[src/hw/core_seq_pkg.sv]
// shared constants and types for the core memory cycle sequencer
`default_nettype none
package core_seq_pkg;
  // store geometry
  localparam int ADDR_W = 10; // location latch width
  localparam int WORD_W = 36; // one bit per plane
  localparam int LINES = 32; // drive lines per axis
  localparam int FIELD_W = 5; // address bits per axis
  localparam int X_LSB = 0; // x field position
  localparam int Y_LSB = 5; // y field position
  localparam int SEL_W = 3; // pulse-select bits of a field
  localparam int EN_W = 2; // enable bits of a field
  localparam int GROUPS = 3; // digit stage groups
  localparam int GROUP_LSB [GROUPS] = '{0, 15, 30}; // first stage of each group
  localparam int GROUP_WIDTH [GROUPS] = '{15, 15, 6}; // stages per group
  // phase counter values
  localparam int PHASE_W = 3;
  localparam logic [PHASE_W-1:0] PHASE_IDLE = 3'h0;
  localparam logic [PHASE_W-1:0] PHASE_START = 3'h1; // loaded by phase zero
  localparam logic [PHASE_W-1:0] PHASE_READ_PULSE = 3'h2;
  localparam logic [PHASE_W-1:0] PHASE_SWITCH = 3'h3;
  localparam logic [PHASE_W-1:0] PHASE_WRITE_PULSE = 3'h4;
  localparam logic [PHASE_W-1:0] PHASE_LAST = 3'h5;
  // write group masks (bit per group)
  localparam logic [GROUPS-1:0] MASK_NONE = 3'h0;
  localparam logic [GROUPS-1:0] MASK_LOW = 3'h1;
  localparam logic [GROUPS-1:0] MASK_MIDDLE = 3'h2;
  localparam logic [GROUPS-1:0] MASK_ALL = 3'h7;
  // timing, ns
  localparam int CLK_PERIOD_NS = 5;
  localparam int CLOCK_PULSE_NS = 2000; // core clock pulse spacing
  localparam int DELAY3_NS = 1000; // delayed phase 3, mid-way to phase 4
  localparam int DELAY5_NS = 2000; // delayed phase 5
  localparam int CLOCK_PULSE_CYC = (CLOCK_PULSE_NS / CLK_PERIOD_NS < 1) ? 1 : CLOCK_PULSE_NS / CLK_PERIOD_NS;
  localparam int DELAY3_CYC = (DELAY3_NS / CLK_PERIOD_NS < 1) ? 1 : DELAY3_NS / CLK_PERIOD_NS;
  localparam int DELAY5_CYC = (DELAY5_NS + CLK_PERIOD_NS - 1) / CLK_PERIOD_NS;
  localparam int CNT_W = 12; // timing counter width
  // request kinds
  typedef enum {OP_READ, OP_FULL_WRITE, OP_LOW_WRITE, OP_MIDDLE_WRITE} op_t;
endpackage
`default_nettype wire

[src/hw/digit_ctrl_if.sv]
// control strobes from the sequencer to the digit stage groups
`default_nettype none
interface digit_ctrl_if;
  logic clear_holding; // phase 1: clear every stage
  logic read_window; // read pulse active, sense is valid
  logic [core_seq_pkg::GROUPS-1:0] write_pulse; // group write pulses
  logic [core_seq_pkg::GROUPS-1:0] restore_pulse; // group restore pulses
  logic read_transfer; // read transfer to the exchange register
  logic inhibit_enable; // inhibit/disturb enable
  logic flux_standardize; // final portion of inhibit/disturb
  modport sequencer (output clear_holding, read_window, write_pulse, restore_pulse, read_transfer,
    inhibit_enable, flux_standardize);
  modport stage (input clear_holding, read_window, write_pulse, restore_pulse, read_transfer,
    inhibit_enable, flux_standardize);
endinterface
`default_nettype wire

[src/hw/digit_stage_group.sv]
// one group of digit holding stages with their plane inhibit drives
`default_nettype none
module digit_stage_group #(
  parameter int WIDTH = 15,
  parameter int GROUP = 0
) (
  input wire logic clk_sys,
  input wire logic reset_n,
  digit_ctrl_if.stage ctl,
  input wire logic [WIDTH-1:0] exchange_in,
  input wire logic [WIDTH-1:0] sense_in,
  output logic [WIDTH-1:0] holding,
  output logic [WIDTH-1:0] exchange_set,
  output logic [WIDTH-1:0] inhibit_line
);
  logic [WIDTH-1:0] holding_reg, holding_next; // digit holding stages
  logic [WIDTH-1:0] sensed_reg, sensed_next; // ones seen on sense during read pulse
  logic [WIDTH-1:0] xfer_reg; // exchange set pulses
  logic [WIDTH-1:0] inhibit_reg; // plane inhibit drives
  wire logic group_write = ctl.write_pulse[GROUP]; // this group is written
  wire logic group_restore = ctl.restore_pulse[GROUP]; // this group is restored
  wire logic [WIDTH-1:0] inhibit_next; // next inhibit level

  // holding stage next value
  always_comb begin
    holding_next = holding_reg;
    if (ctl.clear_holding) begin
      holding_next = '0;
    end else if (group_write) begin
      holding_next = holding_reg | exchange_in;
    end else if (group_restore) begin
      holding_next = holding_reg | sensed_reg;
    end
  end

  // sense capture, only while the read pulse drives the cores
  always_comb begin
    sensed_next = sensed_reg;
    if (ctl.clear_holding) begin
      sensed_next = '0;
    end else if (ctl.read_window) begin
      sensed_next = sensed_reg | sense_in;
    end
  end

  // zero in a stage, or the flux-standardize tail, drives inhibit
  assign inhibit_next = ctl.inhibit_enable ? (~holding_next | {WIDTH{ctl.flux_standardize}}) : '0;

  // state registers
  always_ff @(posedge clk_sys) begin
    if (!reset_n) begin
      holding_reg <= '0;
      sensed_reg <= '0;
      xfer_reg <= '0;
      inhibit_reg <= '0;
    end else begin
      holding_reg <= holding_next;
      sensed_reg <= sensed_next;
      xfer_reg <= ctl.read_transfer ? sensed_reg : '0;
      inhibit_reg <= inhibit_next;
    end
  end

  assign holding = holding_reg;
  assign exchange_set = xfer_reg;
  assign inhibit_line = inhibit_reg;
endmodule
`default_nettype wire

[src/hw/core_memory_cycle_sequencer.sv]
// core store cycle sequencer: phase counter, access control and line decode
// Operation
// - upper five address bits pick one Y line
// - ten-bit address picks one of 1024 words
// - write step drives same lines, opposite polarity
// - 36 digit stages hold write or restore data
// - first phase clears all holding stages
// - partial writes cover 0-14 or 15-29 only
// - unwritten stages restore, no exchange transfer
// - write pulse sets stage when exchange bit one
// - held zero gates inhibit, core stays zero
// - written groups get write, others restore pulse
// - sensed one sets exchange bit and holding
// - no sense leaves zero, inhibit holds core
// - flux-standardize drives every inhibit line
// - any request while idle gives phase zero, loads 001
// - each clock pulse issues phase, advances count
// - phase five clears counter, then idle
// - delayed phase three and phase five pulses
// - low five bits pick one X line
// - read and write enables and pulses timing
// - inhibit and flux spans end at delayed five
// - write pulses at three, restore delayed three
`default_nettype none
module core_memory_cycle_sequencer #(
  parameter int CLOCK_PULSE_CYC = core_seq_pkg::CLOCK_PULSE_CYC
) (
  input wire logic clk_sys,
  input wire logic reset_n,
  input wire logic read_request,
  input wire logic full_write_request,
  input wire logic low_partial_write_request,
  input wire logic middle_partial_write_request,
  input wire logic [core_seq_pkg::ADDR_W-1:0] storage_location_source,
  input wire logic [core_seq_pkg::WORD_W-1:0] exchange_in,
  input wire logic [core_seq_pkg::WORD_W-1:0] sense_in,
  output logic phase_zero_pulse,
  output logic [core_seq_pkg::PHASE_LAST:core_seq_pkg::PHASE_START] phase_pulse,
  output logic delayed_phase3_pulse,
  output logic delayed_phase5_pulse,
  output logic busy,
  output logic [core_seq_pkg::PHASE_W-1:0] phase_counter,
  output logic [core_seq_pkg::ADDR_W-1:0] core_location_latch,
  output logic [core_seq_pkg::LINES-1:0] read_x_line,
  output logic [core_seq_pkg::LINES-1:0] read_y_line,
  output logic [core_seq_pkg::LINES-1:0] write_x_line,
  output logic [core_seq_pkg::LINES-1:0] write_y_line,
  output logic [core_seq_pkg::WORD_W-1:0] digit_holding_register,
  output logic [core_seq_pkg::WORD_W-1:0] exchange_set,
  output logic [core_seq_pkg::WORD_W-1:0] inhibit_line,
  output logic read_transfer_pulse
);
  localparam int CW = core_seq_pkg::CNT_W;
  localparam int GN = core_seq_pkg::GROUPS;
  localparam int LN = core_seq_pkg::LINES;
  localparam int AST_D5 = core_seq_pkg::DELAY5_CYC; // delayed phase 5 distance
  localparam int AST_D3 = core_seq_pkg::DELAY3_CYC; // delayed phase 3 distance

  // core clock pulse divider
  logic [CW-1:0] divider_reg, divider_next;
  wire logic clock_pulse_en = (divider_reg == '0); // one-cycle core clock pulse

  // phase counter and cycle kind
  logic [core_seq_pkg::PHASE_W-1:0] phase_counter_reg, phase_counter_next;
  logic [GN-1:0] write_mask_reg; // groups written this cycle
  logic read_op_reg; // cycle is a read
  logic [core_seq_pkg::ADDR_W-1:0] location_reg; // core location latch
  core_seq_pkg::op_t op_sel; // request chosen this cycle
  logic [GN-1:0] op_mask; // its write groups

  // access control enables
  logic read_enable_reg, write_enable_reg; // step enables
  logic read_pulse_reg, write_pulse_reg; // short drive pulses
  logic inhibit_enable_reg, flux_reg; // digit drive spans
  logic [CW-1:0] delay3_reg, delay5_reg; // delay lines, zero when idle
  logic [LN-1:0] read_x_reg, read_y_reg, write_x_reg, write_y_reg; // registered drive lines

  digit_ctrl_if ctl ();

  // x/y decoder: two enable bits pick a bank of eight, three select bits a line
  function automatic logic [LN-1:0] decode_lines(input logic [core_seq_pkg::FIELD_W-1:0] field,
                                                 input logic enable, input logic pulse);
    logic [3:0] bank;
    logic [7:0] sel;
    logic [LN-1:0] lines;
    bank = enable ? (4'h1 << field[core_seq_pkg::FIELD_W-1 -: core_seq_pkg::EN_W]) : 4'h0;
    sel = pulse ? (8'h01 << field[core_seq_pkg::SEL_W-1:0]) : 8'h00;
    lines = '0;
    for (int i = 0; i < LN; i++) begin
      lines[i] = bank[i / 8] & sel[i % 8];
    end
    return lines;
  endfunction

  // request acceptance
  wire logic any_request = read_request | full_write_request | low_partial_write_request |
                           middle_partial_write_request;
  wire logic idle = (phase_counter_reg == core_seq_pkg::PHASE_IDLE) && !inhibit_enable_reg && (delay5_reg == '0);
  wire logic accept = any_request & idle;
  wire logic phase_step = clock_pulse_en && (phase_counter_reg != core_seq_pkg::PHASE_IDLE);
  wire logic p1 = phase_step && (phase_counter_reg == core_seq_pkg::PHASE_START);
  wire logic p2 = phase_step && (phase_counter_reg == core_seq_pkg::PHASE_READ_PULSE);
  wire logic p3 = phase_step && (phase_counter_reg == core_seq_pkg::PHASE_SWITCH);
  wire logic p4 = phase_step && (phase_counter_reg == core_seq_pkg::PHASE_WRITE_PULSE);
  wire logic p5 = phase_step && (phase_counter_reg == core_seq_pkg::PHASE_LAST);
  wire logic dp3 = (delay3_reg == CW'(1));
  wire logic dp5 = (delay5_reg == CW'(1));

  // request priority: read, full, low, middle
  always_comb begin
    op_sel = core_seq_pkg::OP_MIDDLE_WRITE;
    if (read_request) begin
      op_sel = core_seq_pkg::OP_READ;
    end else if (full_write_request) begin
      op_sel = core_seq_pkg::OP_FULL_WRITE;
    end else if (low_partial_write_request) begin
      op_sel = core_seq_pkg::OP_LOW_WRITE;
    end
  end

  // write group mask for the chosen request
  always_comb begin
    case (op_sel)
      core_seq_pkg::OP_READ: op_mask = core_seq_pkg::MASK_NONE;
      core_seq_pkg::OP_FULL_WRITE: op_mask = core_seq_pkg::MASK_ALL;
      core_seq_pkg::OP_LOW_WRITE: op_mask = core_seq_pkg::MASK_LOW;
      core_seq_pkg::OP_MIDDLE_WRITE: op_mask = core_seq_pkg::MASK_MIDDLE;
      default: op_mask = core_seq_pkg::MASK_NONE;
    endcase
  end

  // divider next value
  always_comb begin
    divider_next = clock_pulse_en ? CW'(CLOCK_PULSE_CYC - 1) : divider_reg - CW'(1);
  end

  // phase counter next value
  always_comb begin
    phase_counter_next = phase_counter_reg;
    if (accept) begin
      phase_counter_next = core_seq_pkg::PHASE_START;
    end else if (p5) begin
      phase_counter_next = core_seq_pkg::PHASE_IDLE;
    end else if (phase_step) begin
      phase_counter_next = phase_counter_reg + core_seq_pkg::PHASE_W'(1);
    end
  end

  // divider and phase counter
  always_ff @(posedge clk_sys) begin
    if (!reset_n) begin
      divider_reg <= '0;
      phase_counter_reg <= core_seq_pkg::PHASE_IDLE;
    end else begin
      divider_reg <= divider_next;
      phase_counter_reg <= phase_counter_next;
    end
  end

  // cycle kind and address latch, taken with phase zero
  always_ff @(posedge clk_sys) begin
    if (!reset_n) begin
      write_mask_reg <= core_seq_pkg::MASK_NONE;
      read_op_reg <= 1'b0;
      location_reg <= '0;
    end else if (accept) begin
      write_mask_reg <= op_mask;
      read_op_reg <= (op_sel == core_seq_pkg::OP_READ);
      location_reg <= storage_location_source;
    end
  end

  // step enables and drive pulses
  always_ff @(posedge clk_sys) begin
    if (!reset_n) begin
      read_enable_reg <= 1'b0;
      write_enable_reg <= 1'b0;
      read_pulse_reg <= 1'b0;
      write_pulse_reg <= 1'b0;
    end else begin
      read_enable_reg <= accept | (read_enable_reg & ~p3);
      write_enable_reg <= p3 | (write_enable_reg & ~p5);
      read_pulse_reg <= p2 | (read_pulse_reg & ~p3);
      write_pulse_reg <= p4 | (write_pulse_reg & ~p5);
    end
  end

  // inhibit/disturb span and its flux-standardize tail
  always_ff @(posedge clk_sys) begin
    if (!reset_n) begin
      inhibit_enable_reg <= 1'b0;
      flux_reg <= 1'b0;
    end else begin
      inhibit_enable_reg <= p3 | (inhibit_enable_reg & ~dp5);
      flux_reg <= p5 | (flux_reg & ~dp5);
    end
  end

  // delay lines for delayed phase 3 and phase 5
  always_ff @(posedge clk_sys) begin
    if (!reset_n) begin
      delay3_reg <= '0;
      delay5_reg <= '0;
    end else begin
      delay3_reg <= p3 ? CW'(core_seq_pkg::DELAY3_CYC) : (delay3_reg != '0 ? delay3_reg - CW'(1) : '0);
      delay5_reg <= p5 ? CW'(core_seq_pkg::DELAY5_CYC) : (delay5_reg != '0 ? delay5_reg - CW'(1) : '0);
    end
  end

  // drive line decode; clear step one polarity, write step the other
  wire logic [core_seq_pkg::FIELD_W-1:0] x_field = location_reg[core_seq_pkg::X_LSB +: core_seq_pkg::FIELD_W];
  wire logic [core_seq_pkg::FIELD_W-1:0] y_field = location_reg[core_seq_pkg::Y_LSB +: core_seq_pkg::FIELD_W];
  wire logic [LN-1:0] read_x_next = decode_lines(x_field, read_enable_reg, read_pulse_reg);
  wire logic [LN-1:0] read_y_next = decode_lines(y_field, read_enable_reg, read_pulse_reg);
  wire logic [LN-1:0] write_x_next = decode_lines(x_field, write_enable_reg, write_pulse_reg);
  wire logic [LN-1:0] write_y_next = decode_lines(y_field, write_enable_reg, write_pulse_reg);

  // registered drive lines
  always_ff @(posedge clk_sys) begin
    if (!reset_n) begin
      read_x_reg <= '0;
      read_y_reg <= '0;
      write_x_reg <= '0;
      write_y_reg <= '0;
    end else begin
      read_x_reg <= read_x_next;
      read_y_reg <= read_y_next;
      write_x_reg <= write_x_next;
      write_y_reg <= write_y_next;
    end
  end

  // digit control strobes
  assign ctl.clear_holding = p1;
  assign ctl.read_window = read_pulse_reg;
  assign ctl.write_pulse = p3 ? write_mask_reg : core_seq_pkg::MASK_NONE;
  assign ctl.restore_pulse = dp3 ? ~write_mask_reg : core_seq_pkg::MASK_NONE;
  assign ctl.read_transfer = dp3 & read_op_reg;
  assign ctl.inhibit_enable = inhibit_enable_reg;
  assign ctl.flux_standardize = flux_reg;

  // one stage group per pulse group
  for (genvar g = 0; g < GN; g++) begin : gen_group
    digit_stage_group #(
      .WIDTH(core_seq_pkg::GROUP_WIDTH[g]),
      .GROUP(g)
    ) u_group (
      .clk_sys(clk_sys),
      .reset_n(reset_n),
      .ctl(ctl),
      .exchange_in(exchange_in[core_seq_pkg::GROUP_LSB[g] +: core_seq_pkg::GROUP_WIDTH[g]]),
      .sense_in(sense_in[core_seq_pkg::GROUP_LSB[g] +: core_seq_pkg::GROUP_WIDTH[g]]),
      .holding(digit_holding_register[core_seq_pkg::GROUP_LSB[g] +: core_seq_pkg::GROUP_WIDTH[g]]),
      .exchange_set(exchange_set[core_seq_pkg::GROUP_LSB[g] +: core_seq_pkg::GROUP_WIDTH[g]]),
      .inhibit_line(inhibit_line[core_seq_pkg::GROUP_LSB[g] +: core_seq_pkg::GROUP_WIDTH[g]])
    );
  end

  // outputs
  assign phase_zero_pulse = accept;
  assign phase_pulse = {p5, p4, p3, p2, p1};
  assign delayed_phase3_pulse = dp3;
  assign delayed_phase5_pulse = dp5;
  assign busy = !idle;
  assign phase_counter = phase_counter_reg;
  assign core_location_latch = location_reg;
  assign read_x_line = read_x_reg;
  assign read_y_line = read_y_reg;
  assign write_x_line = write_x_reg;
  assign write_y_line = write_y_reg;
  assign read_transfer_pulse = ctl.read_transfer;
endmodule
`default_nettype wire

[config.mk]
export PLATFORM = sky130hd
export DESIGN_NAME = core_memory_cycle_sequencer
export DESIGN_NICKNAME = d
export VERILOG_FILES = /design/src/hw/core_seq_pkg.sv /design/src/hw/digit_ctrl_if.sv /design/src/hw/digit_stage_group.sv /design/src/hw/core_memory_cycle_sequencer.sv
export SDC_FILE = /design/constraint.sdc
export NUM_CORES = 1
export LEC_CHECK = 0
export BUFFER_PORTS_ARGS = -buffer_cell sky130_fd_sc_hd__buf_2
export CORE_MARGIN = 4
export CORE_UTILIZATION = 50
export CTS_CLUSTER_DIAMETER = 50
export CTS_CLUSTER_SIZE = 28
export DETAILED_ROUTE_END_ITERATION = 10
export GPL_ROUTABILITY_DRIVEN = 0
export GPL_TIMING_DRIVEN = 0
export PLACE_DENSITY_LB_ADDON = 0.12
export SKIP_LAST_GASP = 1
export SYNTH_ARGS = -nofsm -noshare
export SYNTH_HDL_FRONTEND = slang
export SYNTH_SLANG_ARGS = --single-unit
[constraint.sdc]
create_clock -name clk_sys -period 2.9 [get_ports clk_sys]
set_clock_uncertainty 0.05 [all_clocks]
set_input_delay 0.435 -clock clk_sys [delete_from_list [all_inputs] [get_ports clk_sys]]
set_output_delay 0.435 -clock clk_sys [all_outputs]
set_load 0.01 [all_outputs]
==> results of run 1 <==
-- routing by layer --
layer	share of wire [%]	vias up	GRT usage [%]
met2	49	317	40.6
met4	2.7	0	8.37
met5	0	-	0
met1	41	4125	31.1
met3	7.2	53	5.29
li1	-	4374	-
-- worst reg2reg max path, stage by stage (launching register included) --
cell and delay, ns:
dfxtp_1 0.37, inv_1 0.13, ha_1 0.30, nand2b_2 0.19, or4_4 0.53, buf_12 0.16, buf_4 0.15, clkbuf_1 0.30
nand2_1 0.19, a21oi_1 0.08
-- worst min path at each step --
stage	from	end	slack (ns)	cells after the start
after floorplan	write_enable_reg	write_enable_reg	0.38	2
after global placement	write_enable_reg	write_enable_reg	0.39	2
after detailed placement	write_enable_reg	write_enable_reg	0.40	2
after CTS	storage_location_source[3]	core_location_latch[3]	0.09	3
after global routing	storage_location_source[3]	core_location_latch[3]	0.10	3
final	storage_location_source[2]	core_location_latch[2]	0.11	3
-- per-stage QoR --
stage	std cells	hold WS, ns	worst slack [ns]
CTS	1766	0.0862	0.0165
detailed placement	1701	0.399	-0.156
global placement	1701	0.390	-0.0556
finish	1776	0.108	0.0654
floorplan	1080	0.382	0.491
global route	1774	0.102	-0.0339
-- timing repair --
item / CTS / global route
endpoints found under the setup margin: 19 / 7
setup buffers: 7 / 3
cloned: 0 / 0
pin swaps: 1 / 2
resized for setup: 10 / 12
-- cell usage in the layout, fill, tap and decap left out, types with 4 or more instances in the layout --
cell and count:
a211o_1 7, a21o_1 4, a21oi_1 71, a221o_1 23, and2_1 40, and3_1 11
buf_2 359, buf_4 19, clkbuf_1 25, clkbuf_16 37, clkinv_8 5, dfxtp_1 329
diode_2 8, ha_1 12, inv_1 12, inv_12 4, inv_6 4, nand2_1 83
nand3_1 27, nand4_1 6, nor2_1 215, nor2b_1 52, nor3_1 11, o21ai_0 43
or4_1 5, xnor2_1 12, xor2_1 10
-- kinds of logic after synthesis --
logic type,synth area share [%]
buffers and inverters,2.99
AND/OR/NAND/NOR,21.9
adder cells (fa/ha/maj),1.53
flip-flops,62.1
multiplexers,0.282
XOR/XNOR,1.81
AO/OA/AOI/OAI,9.31
-- final cells by class --
class	count	area [um2]
Inverter	15	68.8
Antenna cell	8	20.0
Multi-Input combinational cell	681	3780
Tap cell	275	344
Buffer	49	251
Timing Repair Buffer	356	1810
Sequential cell	331	6630
Fill cell	1752	6890
Clock buffer	37	926
Clock inverter	24	294
-- power breakdown --
part | switching [mW] | internal, mW | leakage [nW]
clock | 2.10 | 2.50 | 0.589
combinational | 1.41 | 0.954 | 3.39
sequential | 0.298 | 4.81 | 2.67
total | 3.80 | 8.26 | 6.65
==> results.txt, run 1 <==
Status: complete, no violations
Worst Path Class, Setup: reg -> out
Biggest cell delay along the critical path: 0.53 ns
Avg Cell Area, Syn: 9.88 um2
HP Class: in -> reg
Crit path time final: 2.83 ns
Slowest cell on the critical path: or4_4
Fmax: 0.353 GHz
Type of element capturing the critical path: primary output
Clock transition at the registers of the reported paths: 0.08 ns
Post-route design area: 14100 um2
Post-DRT Antenna Nets: 0
1st-pass router iterations: 5
First-pass GRT wire length: 46700 um
Synth Warn #: 0
Rows: 53
Count leader, synth: dfxtp_1
Worst setup SP type: flip-flop
Slew HR: 19.9%
Final period util: 97.7%
CP bufs+invs: 4
Sink Count: 331
CTS Buf Count: 34
Synth cell types: 55
Synthesis-stage register bit count: 331
Crit path DAT: 2.35 ns
PortBufs: 346
WL per Instance: 16.9 um
Grt ovf: 0
Main synth FF type: dfxtp_1
Hold-fix buffers at CTS: 0
TritonCTS clock tree: yes
Slew @ Worst Pin: 1.18 ns
Hpwl dp: 21600 um
Vias in the first global route: 8685
WL final: 30100 um
Data required time of the worst path: 2.41 ns
# IOs: 347
Layout cells sized above 1: 31.2%
DIE HEIGHT: 154 um
DRC violations left: 0
Sequential share of the synthesized area: 62.1%
Async SR Flop Fraction: 0%
RSZ-0062 raised after global routing: true
Worst-path cell chain: inv_1 > ha_1 > nand2b_2 > or4_4 > buf_12 > clkinv_8 > buf_6
Pleak: 6.65 nW
Area growth, synth to finish: 32.5%
Area after DPL: 12700 um2
Syn_nets: 1181
Core area: 21000 um2
Fin util: 67.2%
Maximum vdd drop: 0.000652 V
Hold Vio Cnt, Final: 0
Commonest cells post-synth: dfxtp_1 (331), nor2_1 (215), nand2_1 (83), a21oi_1 (71), nor2b_1 (52)
R2R setup slack: 0.30 ns
R2r endpoint: write_mask_reg[0]
Synth area leaders: dfxtp_1 (62%), nor2_1 (7.6%), a21oi_1 (3.3%)
Reg2reg start: phase_counter[0]
Largest net degree at the start of global routing: 25
Htree depth: 2
CP Depth: 7
Vias/cell: 4.99
Starting density of the core: 50.7%
Power per standard cell area: 854 nW/um2
Setup tns final: 0 ns
Post-synth top area cell: dfxtp_1
Starting DRT DRC Count: 480
Cell Area, Synth: 10700 um2
Max-slew violation count: 0
FF-to-FF path depth: 9
Worst setup endpoint: phase_zero_pulse
Final Setup Violations: 0
Total power: 12.1 mW
Share of Yosys cell area claimed by the top area cell type: 62.1%
Number of synthesized flops with an enable pin: 0
Worst-Skew Late Latency: 0.51 ns
Max Cap Violations: 0
Gr usage total: 24.3%
Die area: 23700 um2
CP Launch Point: phase_counter[0]
Max Fanout on Critical Path: 8
Vias: 8869
CP top delay family: simple AND/OR/NAND/NOR gates
Root buf cell: clkbuf_16
Antenna violations before repair: 6
Nets: 1569
Cell count after synthesis: 1080
Clock Tree Buf Depth: 3
Die Wd: 154 um
Note: power is estimated with default switching activity, not from simulation.
==> run 2: changes to the inputs <==
--- a/config.mk
+++ b/config.mk
@@ -7,7 +7,7 @@
 export LEC_CHECK = 0
 export BUFFER_PORTS_ARGS = -buffer_cell sky130_fd_sc_hd__buf_2
 export CORE_MARGIN = 4
-export CORE_UTILIZATION = 50
+export CORE_UTILIZATION = 45
 export CTS_CLUSTER_DIAMETER = 50
 export CTS_CLUSTER_SIZE = 28
 export DETAILED_ROUTE_END_ITERATION = 10
==> constraint.sdc (replaced) <==
create_clock -name clk_sys -period 2.58 [get_ports clk_sys]
set_clock_uncertainty 0.05 [all_clocks]
set_input_delay 0.387 -clock clk_sys [delete_from_list [all_inputs] [get_ports clk_sys]]
set_output_delay 0.387 -clock clk_sys [all_outputs]
set_load 0.01 [all_outputs]
==> results.txt, run 2 (synthesis gave the netlist of run 1 again) <==
Post-route setup slack: -0.0611 ns
Sink Count: 331
Hpwl dp: 21900 um
Fillcell total: 2044
Layout cells sized above 1: 33.4%
Pleak: 6.85 nW
Final period util: 102%
Violated checks: setup timing
CTS Buf Count: 30
Starting density of the core: 45.6%
Worst Path Class, Setup: reg -> out
HP Class: in -> reg
Post-placement cell count: 1745
WL per Instance: 16.6 um
Clock share of power: 35.9%
# IOs: 347
Hold Vio Cnt, Final: 0
Final Setup Violations: 3
Clock Tree Buf Depth: 3
Sequential cell area: 6640 um2
Gr usage total: 22.3%
PortBufs: 346
Data required time of the worst path: 2.14 ns
Biggest cell delay along the critical path: 0.45 ns
Clock transition at the registers of the reported paths: 0.09 ns
DRC violations left: 0
Rows: 56
1st-pass router iterations: 5
Max-slew violation count: 0
Crit path time final: 2.64 ns
Leading cell types in the layout, fill and taps excluded: buf_2 (355), dfxtp_1 (320), nor2_1 (213), nand2_1 (83), a21oi_1 (71)
Power per standard cell area: 964 nW/um2
CP bufs+invs: 4
Slew @ Worst Pin: 1.18 ns
Multi-input gate area: 3870 um2
Worst-Skew Late Latency: 0.55 ns
Root buf cell: clkbuf_16
Setup tns final: -0.0902 ns
Area growth, synth to finish: 37.3%
CP top delay family: simple AND/OR/NAND/NOR gates
Vias: 8899
Logic pwr share: 23.5%
Maximum vdd drop: 0.000745 V
TritonCTS clock tree: yes
Die area: 26200 um2
Core area: 23400 um2
Worst-path cell chain: inv_2 > ha_4 > nor3b_4 > nand4b_4 > or4_4 > buf_12 > clkinv_16 > buf_8
Nets: 1606
Max Fanout on Critical Path: 2
Largest net degree at the start of global routing: 27
Fin cells: 1852
Slew HR: 19.9%
Flop pwr share: 40.7%
Fmax: 0.379 GHz
Grt ovf: 0
Fin util: 62.6%
Vias in the first global route: 8607
First-pass GRT wire length: 47000 um
Slowest cell on the critical path: or4_4
Status: finished, violations left
Post-DRT Antenna Nets: 0
Max Cap Violations: 0
Internal power: 9.49 mW
Switching Fraction: 32.8%
Vias/cell: 4.81
Type of element capturing the critical path: primary output
Total power: 14.1 mW
Die Wd: 162 um
Net Sw Power: 4.63 mW
Starting DRT DRC Count: 595
Antenna violations before repair: 4
Most common cell after layout, fill and taps aside: buf_2
RSZ-0062 raised after global routing: true
Htree depth: 1
Worst setup SP type: flip-flop
WL final: 30800 um
DIE HEIGHT: 162 um
Crit path DAT: 2.20 ns
==> run 2: cell count changes in the layout (fill, tap and decap cells not counted), moves of 6 or more <==
cell / change
clkbuf_16: -6
buf_4: +25
dfxtp_2: +10
dlygate4sd3_1: +15
dfxtp_1: -9
==> run 2: per-stage QoR <==
stage               setup slack, ns  hold slack [ns]  cell area [um2]
finish                      -0.0611           0.0137            14600
floorplan                     0.219            0.382            10700
global placement             -0.360            0.389            12800
detailed placement           -0.391            0.394            12800
global route                 -0.139         0.000545            14600
CTS                         -0.0836         0.000570            14500
==> run 2: repair_timing <==
item,4_1_cts,5_1_grt
hold buffers,15,0
resized for setup,48,18
pin swaps,9,8
endpoints found under the setup margin,125,37
buffers inserted,26,15
endpoints found under the hold margin,15,0
==> run 2: path summary, 6_finish.rpt <==
kind | from | endpoint | slack (ns) | depth (start not counted)
worst min-delay path | sense_in[0] | gen_group[0].u_group.sensed_reg[0] | 0.01 | 3
worst max register to register | divider_reg[0] | gen_group[1].u_group.holding[9] | 0.08 | 13
worst max-delay path | delay5_reg[1] | phase_zero_pulse | -0.06 | 8
worst min register to register | write_enable_reg | write_enable_reg | 0.40 | 2
==> run 2: worst register-to-register path: cells and delay by family, from the launching register on <==
kind / cells / cell delay (ns)
buffers and inverters: 7 / 0.98
and+or+nand+nor: 4 / 0.55
DFF: 1 / 0.34
AOI/OAI and AO/OA: 1 / 0.34
adders and majority gates: 1 / 0.15
==> run 2: per-layer routing <==
| layer | global-route usage [%] | part of all wire, % |
|---|---|---|
| met5 | 0 | 0 |
| met2 | 38.0 | 49 |
| met3 | 4.36 | 6.8 |
| met1 | 28.5 | 42 |
| met4 | 7.57 | 2.8 |
==> run 2: area by class of cell <==
class,instances,share of cell area (%)
Sequential cell,331,45.3
Clock inverter,24,2.84
Inverter,15,0.564
Antenna cell,4,0.0683
Multi-Input combinational cell,681,26.4
Buffer,44,1.48
Tap cell,319,2.73
Clock buffer,32,5.39
Timing Repair Buffer,402,15.2
==> run 2: power groups by stage <==
| stage | clock [mW] | sequential, mW | combinational [mW] |
|---|---|---|---|
| after global placement | 0 | 5.83 | 2.37 |
| after global routing | 5.39 | 5.79 | 3.63 |
| after CTS | 5.14 | 5.73 | 3.00 |
| after detailed placement | 0 | 5.84 | 2.40 |
| final | 5.06 | 5.75 | 3.31 |
| after floorplan | 0 | 5.79 | 1.72 |
